$ cat src/hw/clock_status_pkg.sv
// Constants shared by the status and control register block.
// Assumes an 8-bit register address space behind the serial port.
package clock_status_pkg;

   // ----------------------------------------------------------------
   // Register addresses
   // ----------------------------------------------------------------
   localparam logic [7:0] IRQ_ENABLE_ADDR = 8'h4C;
   localparam logic [7:0] LATCHED_ADDR = 8'h50;
   localparam logic [7:0] MOMENTARY_ADDR = 8'h51;
   localparam logic [7:0] CAL_STATUS_ADDR = 8'h53;
   localparam logic [7:0] DIVIDER_INIT_TRIGGER_ADDR = 8'h55;
   localparam logic [7:0] PLL_LOCK_RESTART_ADDR = 8'h56;
   localparam logic [7:0] BIAS_CALIBRATION_TRIGGER_ADDR = 8'h57;

   // ----------------------------------------------------------------
   // Field positions
   // ----------------------------------------------------------------
   localparam int STATUS_BITS = 6;
   localparam int INPUT0_BIT = 0;
   localparam int INPUT1_BIT = 1;
   localparam int HOLDOVER_BIT = 2;
   localparam int REFERENCE_BIT = 3;
   localparam int JITTER_PLL_BIT = 4;
   localparam int SYNTH_BIT = 5;
   localparam int SELECTED_INPUT_BIT = 6;
   localparam int CAL_BUSY_BIT = 2;
   localparam int TRIGGER_BIT = 7;

   // ----------------------------------------------------------------
   // Values after reset and for unmapped reads
   // ----------------------------------------------------------------
   localparam logic [5:0] IRQ_ENABLE_RESET = 6'h00;
   localparam logic [5:0] FAULT_SEEN_RESET = 6'h00;
   localparam logic [7:0] READ_DATA_RESET = 8'h00;
   localparam logic [7:0] UNMAPPED_READ = 8'h00;

endpackage

$ cat src/hw/sticky_fault_bank.sv
// Bank of sticky fault flags, one per monitored condition.
// Assumes fault and clear are synchronous to clk; set wins over clear.
`timescale 1ns/1ps

module sticky_fault_bank #(
   parameter int WIDTH = 6
) (
   input wire logic clk,
   input wire logic rst,
   input wire logic [WIDTH-1:0] fault,
   input wire logic [WIDTH-1:0] clear,
   output logic [WIDTH-1:0] seen
);

   // ----------------------------------------------------------------
   // Parameter check
   // ----------------------------------------------------------------
   if (WIDTH < 1 || WIDTH > 32) begin : g_width_check
      $error("sticky_fault_bank: WIDTH must lie in 1 to 32");
   end

   typedef struct packed {
      logic [WIDTH-1:0] seen;
   } state_type;

   state_type st;
   state_type next_st;

   // Hold, clear on request, a present fault re-latches at once
   always_comb begin
      next_st = st;
      next_st.seen = (st.seen & ~clear) | fault;
   end

   // State register
   always_ff @(posedge clk or posedge rst) begin
      if (rst) begin
         st <= '0;
      end else begin
         st <= next_st;
      end
   end

   assign seen = st.seen;

endmodule // sticky_fault_bank

$ cat src/hw/clock_status_and_control_regs.sv
// Status, latched status, interrupt enable and trigger registers.
// Assumes the serial port front end delivers single-cycle register
// read and write strobes with address and data, synchronous to clk.
//
// Summary of operation
// - Latched input-loss bit reads 0 after any loss since its clear.
// - Selected-input bit shows the reference in use: 0 first, 1 second.
// - Momentary synth lock bit reads 0 on loss of lock; latched too.
// - Momentary jitter PLL lock bit reads 0 on loss; latched too.
// - Momentary input-activity bits read 0 on loss of signal.
// - Latched reference bit reads 0 if the reference was ever lost.
// - Writing 1 clears the reference latch and its interrupt.
// - Latched holdover bit reads 0 once holdover was entered.
// - Writing 1 clears the holdover latch and its interrupt.
// - Reference-present bit reads 1 when the chosen input has one.
// - Momentary holdover bit reads 0 while in holdover.
// - Calibration status reads 1 while synth calibration runs.
// - Writing bit 7 of the divider trigger initialises dividers.
// - Writing 1 to the pll_lock_restart trigger forces pll_lock_restart; self-clearing.
// - Bias calibration trigger starts it, clears itself when done.
// - Enabled latched status drives the interrupt output low.
// - Latched synth lock bit records loss; writing 1 clears it.
`timescale 1ns/1ps

module clock_status_and_control_regs (
   input wire logic clk,
   input wire logic rst,
   // Register access from the serial port front end
   input wire logic [7:0] reg_addr,
   input wire logic reg_wr,
   input wire logic [7:0] reg_wdata,
   input wire logic reg_rd,
   output logic [7:0] reg_rdata,
   // Momentary status from the clock core
   input wire logic [1:0] input_active_now,
   input wire logic selected_input_status,
   input wire logic synth_lock_ok_now,
   input wire logic jitter_pll_lock_ok_now,
   input wire logic reference_present_now,
   input wire logic no_holdover_now,
   input wire logic synth_cal_busy,
   input wire logic bias_cal_done,
   // Actions toward the clock core
   output logic divider_init,
   output logic pll_lock_restart,
   output logic bias_cal_trigger,
   // Interrupt pin, low while an enabled event is pending
   output logic interrupt_out_n
);

   typedef struct packed {
      logic [5:0] irq_enable;
      logic [7:0] rdata;
      logic divider_init;
      logic pll_lock_restart;
      logic bias_cal_trigger;
      logic irq_n;
   } state_type;

   state_type st;
   state_type next_st;

   logic [5:0] momentary_ok;
   logic [5:0] fault_now;
   logic [5:0] clear_req;
   logic [5:0] fault_seen;
   logic [5:0] latched_ok;
   logic [7:0] read_mux;
   logic wr_enable_reg;
   logic wr_latched_reg;
   logic wr_div_init;
   logic wr_pll_lock_restart;
   logic wr_bias_cal;

   // ----------------------------------------------------------------
   // Write decode
   // ----------------------------------------------------------------

   // Address match per writable register
   assign wr_enable_reg = reg_wr &&
      (reg_addr == clock_status_pkg::IRQ_ENABLE_ADDR);
   assign wr_latched_reg = reg_wr &&
      (reg_addr == clock_status_pkg::LATCHED_ADDR);
   assign wr_div_init = reg_wr &&
      (reg_addr == clock_status_pkg::DIVIDER_INIT_TRIGGER_ADDR) &&
      reg_wdata[clock_status_pkg::TRIGGER_BIT];
   assign wr_pll_lock_restart = reg_wr &&
      (reg_addr == clock_status_pkg::PLL_LOCK_RESTART_ADDR) &&
      reg_wdata[clock_status_pkg::TRIGGER_BIT];
   assign wr_bias_cal = reg_wr &&
      (reg_addr == clock_status_pkg::BIAS_CALIBRATION_TRIGGER_ADDR) &&
      reg_wdata[clock_status_pkg::TRIGGER_BIT];

   // ----------------------------------------------------------------
   // Status collection and latches
   // ----------------------------------------------------------------

   // Momentary ok bits in latched-register order
   always_comb begin
      momentary_ok = '0;
      momentary_ok[clock_status_pkg::INPUT0_BIT] = input_active_now[0];
      momentary_ok[clock_status_pkg::INPUT1_BIT] = input_active_now[1];
      momentary_ok[clock_status_pkg::HOLDOVER_BIT] = no_holdover_now;
      momentary_ok[clock_status_pkg::REFERENCE_BIT] =
         reference_present_now;
      momentary_ok[clock_status_pkg::JITTER_PLL_BIT] =
         jitter_pll_lock_ok_now;
      momentary_ok[clock_status_pkg::SYNTH_BIT] = synth_lock_ok_now;
   end

   // Fault is the absence of each ok condition
   assign fault_now = ~momentary_ok;

   // Write 1 to clear, only on the latched register
   assign clear_req = wr_latched_reg ? reg_wdata[5:0] : 6'h00;

   sticky_fault_bank #(
      .WIDTH(clock_status_pkg::STATUS_BITS)
   ) u_latches (
      .clk(clk),
      .rst(rst),
      .fault(fault_now),
      .clear(clear_req),
      .seen(fault_seen)
   );

   // Latched bits read 1 when nothing happened since clear
   assign latched_ok = ~fault_seen;

   // ----------------------------------------------------------------
   // Read multiplexer
   // ----------------------------------------------------------------

   // Reserved and write-only bits read as zero
   always_comb begin
      read_mux = clock_status_pkg::UNMAPPED_READ;
      case (reg_addr)
         clock_status_pkg::IRQ_ENABLE_ADDR: begin
            read_mux = {2'h0, st.irq_enable};
         end
         clock_status_pkg::LATCHED_ADDR: begin
            read_mux = {2'h0, latched_ok};
         end
         clock_status_pkg::MOMENTARY_ADDR: begin
            read_mux = {1'b0, selected_input_status, momentary_ok};
         end
         clock_status_pkg::CAL_STATUS_ADDR: begin
            read_mux[clock_status_pkg::CAL_BUSY_BIT] = synth_cal_busy;
         end
         default: begin
            read_mux = clock_status_pkg::UNMAPPED_READ;
         end
      endcase
   end

   // ----------------------------------------------------------------
   // Next state
   // ----------------------------------------------------------------

   // Enables, read data, triggers and interrupt pin
   always_comb begin
      next_st = st;
      if (wr_enable_reg) begin
         next_st.irq_enable = reg_wdata[5:0];
      end
      if (reg_rd) begin
         next_st.rdata = read_mux;
      end
      next_st.divider_init = wr_div_init;
      next_st.pll_lock_restart = wr_pll_lock_restart;
      if (wr_bias_cal) begin
         next_st.bias_cal_trigger = 1'b1;
      end else if (bias_cal_done) begin
         next_st.bias_cal_trigger = 1'b0;
      end
      next_st.irq_n = ~|(fault_seen & st.irq_enable);
   end

   // State register
   always_ff @(posedge clk or posedge rst) begin
      if (rst) begin
         st.irq_enable <= clock_status_pkg::IRQ_ENABLE_RESET;
         st.rdata <= clock_status_pkg::READ_DATA_RESET;
         st.divider_init <= 1'b0;
         st.pll_lock_restart <= 1'b0;
         st.bias_cal_trigger <= 1'b0;
         st.irq_n <= 1'b1;
      end else begin
         st <= next_st;
      end
   end

   // ----------------------------------------------------------------
   // Outputs
   // ----------------------------------------------------------------

   assign reg_rdata = st.rdata;
   assign divider_init = st.divider_init;
   assign pll_lock_restart = st.pll_lock_restart;
   assign bias_cal_trigger = st.bias_cal_trigger;
   assign interrupt_out_n = st.irq_n;

   // ----------------------------------------------------------------
   // Assertions
   // ----------------------------------------------------------------

   // Input loss is latched on the next edge
   property p_input_loss_latch;
      @(posedge clk) disable iff (rst)
      !input_active_now[0] |=> !latched_ok[0];
   endproperty
   a_input_loss_latch: assert property (p_input_loss_latch)
      else $error("input loss not latched");

   // Clear of an input latch; pin then held only by other events
   property p_input_clear;
      @(posedge clk) disable iff (rst)
      (wr_latched_reg && reg_wdata[1] && input_active_now[1])
         |=> latched_ok[1] ##1 (interrupt_out_n ||
         ($past(fault_seen & st.irq_enable) & 6'h3D) != 6'h00);
   endproperty
   a_input_clear: assert property (p_input_clear)
      else $error("input latch not cleared");

   // Reference latch clears on write of one
   property p_ref_clear;
      @(posedge clk) disable iff (rst)
      (wr_latched_reg && reg_wdata[3] && reference_present_now)
         |=> latched_ok[3];
   endproperty
   a_ref_clear: assert property (p_ref_clear)
      else $error("reference latch not cleared");

   // Holdover latch clears on write of one
   property p_hold_clear;
      @(posedge clk) disable iff (rst)
      (wr_latched_reg && reg_wdata[2] && no_holdover_now)
         |=> latched_ok[2];
   endproperty
   a_hold_clear: assert property (p_hold_clear)
      else $error("holdover latch not cleared");

   // Synth loss of lock stays latched after lock returns without a latched-register write
   property p_synth_latch;
      @(posedge clk) disable iff (rst)
      !synth_lock_ok_now ##1 (synth_lock_ok_now && !wr_latched_reg)
         |=> !latched_ok[5];
   endproperty
   a_synth_latch: assert property (p_synth_latch)
      else $error("synth loss of lock not held");

   // A latched jitter PLL fault survives unless cleared
   property p_hold_until_clear;
      @(posedge clk) disable iff (rst)
      (fault_seen[4] && !clear_req[4]) |=> fault_seen[4];
   endproperty
   a_hold_until_clear: assert property (p_hold_until_clear)
      else $error("latched fault dropped without clear");

   // Enabled pending event pulls the pin low next edge
   property p_irq_assert;
      @(posedge clk) disable iff (rst)
      (|(fault_seen & st.irq_enable)) |=> !interrupt_out_n;
   endproperty
   a_irq_assert: assert property (p_irq_assert)
      else $error("interrupt not asserted");

   // Pin released only two edges after a clear or an enable write
   property p_irq_release;
      @(posedge clk) disable iff (rst)
      $rose(interrupt_out_n) |-> $past(wr_latched_reg || wr_enable_reg, 2);
   endproperty
   a_irq_release: assert property (p_irq_release)
      else $error("interrupt released with event pending");

   // Divider init is a single-cycle pulse
   property p_div_init;
      @(posedge clk) disable iff (rst)
      wr_div_init |=> divider_init ##1 (!divider_init || $past(wr_div_init));
   endproperty
   a_div_init: assert property (p_div_init)
      else $error("divider init pulse wrong");

   // Pll_lock_restart trigger pulses then clears itself
   property p_pll_lock_restart;
      @(posedge clk) disable iff (rst)
      wr_pll_lock_restart ##1 !wr_pll_lock_restart |-> pll_lock_restart ##1 !pll_lock_restart;
   endproperty
   a_pll_lock_restart: assert property (p_pll_lock_restart)
      else $error("pll_lock_restart trigger not self-clearing");

   // Bias calibration holds until done
   property p_bias_cal;
      @(posedge clk) disable iff (rst)
      wr_bias_cal ##1 (!bias_cal_done && !wr_bias_cal)[*2]
         |-> bias_cal_trigger;
   endproperty
   a_bias_cal: assert property (p_bias_cal)
      else $error("bias calibration dropped early");

   // Done without a new write ends the calibration request
   property p_bias_done;
      @(posedge clk) disable iff (rst)
      (bias_cal_done && !wr_bias_cal) |=> !bias_cal_trigger;
   endproperty
   a_bias_done: assert property (p_bias_done)
      else $error("bias calibration not cleared");

   // Selected-input bit is returned on a momentary read
   property p_sel_read;
      @(posedge clk) disable iff (rst)
      (reg_rd && reg_addr == clock_status_pkg::MOMENTARY_ADDR)
         |=> reg_rdata[6] == $past(selected_input_status);
   endproperty
   a_sel_read: assert property (p_sel_read)
      else $error("selected input read wrong");

   // Input activity bits are returned on a momentary read
   property p_active_read;
      @(posedge clk) disable iff (rst)
      (reg_rd && reg_addr == clock_status_pkg::MOMENTARY_ADDR)
         |=> reg_rdata[1:0] == $past(input_active_now);
   endproperty
   a_active_read: assert property (p_active_read)
      else $error("input activity read wrong");

   // Calibration busy is returned in its bit
   property p_cal_read;
      @(posedge clk) disable iff (rst)
      (reg_rd && reg_addr == clock_status_pkg::CAL_STATUS_ADDR)
         |=> reg_rdata == {5'h00, $past(synth_cal_busy), 2'h0};
   endproperty
   a_cal_read: assert property (p_cal_read)
      else $error("calibration status read wrong");

endmodule // clock_status_and_control_regs

$ cat config.mk
export PLATFORM = sky130hd
export DESIGN_NAME = clock_status_and_control_regs
export DESIGN_NICKNAME = d
export VERILOG_FILES = /design/src/hw/clock_status_pkg.sv /design/src/hw/sticky_fault_bank.sv /design/src/hw/clock_status_and_control_regs.sv
export SDC_FILE = /design/constraint.sdc
export NUM_CORES = 1
export LEC_CHECK = 0
export BUFFER_PORTS_ARGS = -buffer_cell sky130_fd_sc_hd__buf_2
export CAP_MARGIN = 10
export CORE_MARGIN = 3
export CORE_UTILIZATION = 48
export DETAILED_ROUTE_END_ITERATION = 8
export GPL_TIMING_DRIVEN = 0
export PLACE_DENSITY = 0.74
export SYNTH_ARGS = -nofsm -noshare
export SYNTH_HDL_FRONTEND = slang
export SYNTH_SLANG_ARGS = --single-unit
$ cat constraint.sdc
create_clock -name clk -period 1.3 [get_ports clk]
set_clock_uncertainty 0.1 [all_clocks]
set_input_delay 0.195 -clock clk [delete_from_list [all_inputs] [get_ports clk]]
set_output_delay 0.195 -clock clk [all_outputs]
set_load 0.01 [all_outputs]
==> out/results.tsv <==
metric	value	unit
cts_buffer_depth	2	
num_rows	17	
clock_latency	0.32	ns
cts.htree.levels	1	
slew_violations	0	
synth_nets	140	
min_from	reg_wdata[1]	
fillerInstances	194	
setup_viol_count_final	0	
firstDrtPassIters	5	
slew_headroom	66.8	%
syn_inst	111	
period_share	97.6	%
hold_viol	0	
placed_cells	176	
cts_tree	built	
track_usage	17.9	%
postRouteAntennaNets	0	
path_class	flop to output pin	
cp-start-kind	flop	
end_kind	output pin	
cts_buffers	3	
gp_congestion	0.784	
ys_ff_latch	23	
dr.first_iter.drc_count	6	
regArea	577	sq um
p_int	0.000958	W
vias	1025	
max-cap-violations	0	
pwr-share-seq	58.8	%
stdcell_count	192	
antenna_found_initial	0	
setup_ws	0.0313	ns
hp-class	input port to flop	
grt_pass1_vias	965	
fin_util	68.8	%
drc_errors	0	
r2r_slack	0.17	ns
clock_sinks	23	
vias_per_cell	5.34	
die_area	0.00307	sq mm
post-place-ws	-0.284	ns
yosys_warnings	0	
wirelength	2.74	mm
timing.final.crit_period	1.27	ns
start_util	52.0	%
grt_overflow	0	
path_clk_slew	0.13	ns
ir_worst_vdd	0.658	mV
fmax	0.788	GHz
ys_types	29	
ys_seq_area_share	49.2	%
critPathArrivalTime	0.97	ns
io_buffers	37	
cp_max_fo	2	
grt_pass1_wl	4.44	mm
r2r_start	u_latches.seen[2]	
run_status	finished clean	
worst_pin_slew	0.498	ns
clock-root-buffer	clkbuf_4	
nets	194	
switching_power	0.000320	W
clkPwrFrac	26.8	%
power_leakage	0.795	nW
syn_avg_cell_area	10.6	sq um
crit_required	1.00	ns
power_density	824	mW/mm^2
place_hpwl	1.96	mm
layout-drive-gt1-share	40.9	%
pin_count	41	
die_y	55.4	um
grt_start_max_net_pins	24	
multiInputGateArea	477	sq um
die_width	55.4	um
p_comb_share	14.4	%
sw_frac_of_total	25.1	%
final_common_cell	buf_2	
synthesis.area	0.00117	sq mm
mostFrequentLayoutCells	buf_2, dfrtp_1, buf_4, nand2_1	
coreArea	0.00225	sq mm
crit_start	reg_rdata[4]	
insertedDiodeCount	0	
syn2layout_area_growth	32.3	%
post_drt_wl_per_cell	14.3	um
==> per-layer routing <==
layer  routed length [um]  global-route usage (%)
met1                 1140                    22.2
met2                 1430                    31.1
met3                  125                    2.57
met4                   44                    7.29
met5                    0                       0
==> power by group through the flow <==
stage	Clock [W]	Combinational, W	Sequential, W
6_report	0.000342	0.000184	0.000752
5_1_grt	0.000368	0.000202	0.000754
4_1_cts	0.000348	0.000169	0.000749
3_5_place_dp	0	0.000151	0.000763
3_3_place_gp	0	0.000146	0.000761
2_1_floorplan	0	0.0000700	0.000764
==> final timing paths <==
kind | endpoint | depth (start not counted)
min | st[13] | 2
min in group asynchronous | u_latches.seen[4] | 3
max reg2reg | reg_rdata[2] | 4
max | reg_rdata[4] | 2
max in group asynchronous | interrupt_out_n | 3
min reg2reg | interrupt_out_n | 1
==> cell usage after synthesis (all sizes together) <==
| cell | number | share of area, % |
|---|---|---|
| a21oi | 1 | 0.43 |
| a21bo | 6 | 5.1 |
| and4b | 2 | 1.7 |
| a221oi | 1 | 0.75 |
| a32oi | 1 | 0.75 |
| nor2 | 2 | 0.64 |
| mux2 | 7 | 6.7 |
| nand3 | 2 | 1.3 |
| nor3 | 1 | 0.43 |
| conb | 1 | 0.32 |
| buf | 11 | 6.6 |
| inv | 9 | 2.9 |
| nand4 | 1 | 0.53 |
| o21ai | 6 | 2.6 |
| a21o | 1 | 0.64 |
| nor3b | 2 | 1.3 |
| nor4bb | 1 | 0.85 |
| nand2 | 13 | 4.2 |
| and4bb | 1 | 1.1 |
| a22oi | 7 | 4.5 |
| clkbuf | 2 | 0.64 |
| dfrtp | 22 | 47 |
| dfstp | 1 | 2.2 |
| nor4b | 1 | 2.0 |
| o211ai | 1 | 0.64 |
| and2 | 2 | 1.1 |
| o22ai | 6 | 3.2 |
==> flip-flops by register name (all words and copies together), names as in the netlist <==
register,cells
pll_lock_restart,1
st,6
reg_rdata,7
u_latches.seen,6
bias_cal_trigger,1
divider_init,1
interrupt_out_n,1
==> cell type report <==
cell class                      instances  area share [%]
Clock buffer                            4            1.69
Sequential cell                        23            37.2
Buffer                                 13            5.48
Timing Repair Buffer                   49            20.2
Multi-Input combinational cell         66            30.7
Inverter                                9            2.42
Tap cell                               28            2.26
==> repair_timing <==
| action | 4_1_cts | 5_1_grt |
|---|---|---|
| setup endpoints to repair | 0 | 34 |
| hold buffers | 8 | 0 |
| resized for setup | 0 | 4 |
| buffers inserted | 0 | 4 |
| endpoints found under the hold margin | 29 | 0 |
==> cell families after synthesis <==
family	after synthesis	share of synthesized area (%)
simple gates	28	15.0
buf+inv	22	10.1
other cells	1	0.320
compound gates	30	18.6
mux	7	6.72
flops	23	49.2
==> worst max-delay path, cell delays in order, from the launching register on <==
cell	delay, ns
dfrtp_1	0.40
buf_4	0.13
buf_2	0.13
==> through the flow <==
step	setup TNS, ns	power [W]	hold WS, ns	instance area (sq um)
after floorplan	0	0.000834	0.0962	1170
after global placement	-3.50	0.000907	0.272	1390
after CTS	0	0.00127	0.0118	1500
after global routing	-0.00731	0.00132	0.0216	1550
after detailed placement	-4.37	0.000914	0.273	1390
final	0	0.00128	0.0143	1550
No activity file was read; power rests on OpenSTA's default activity.
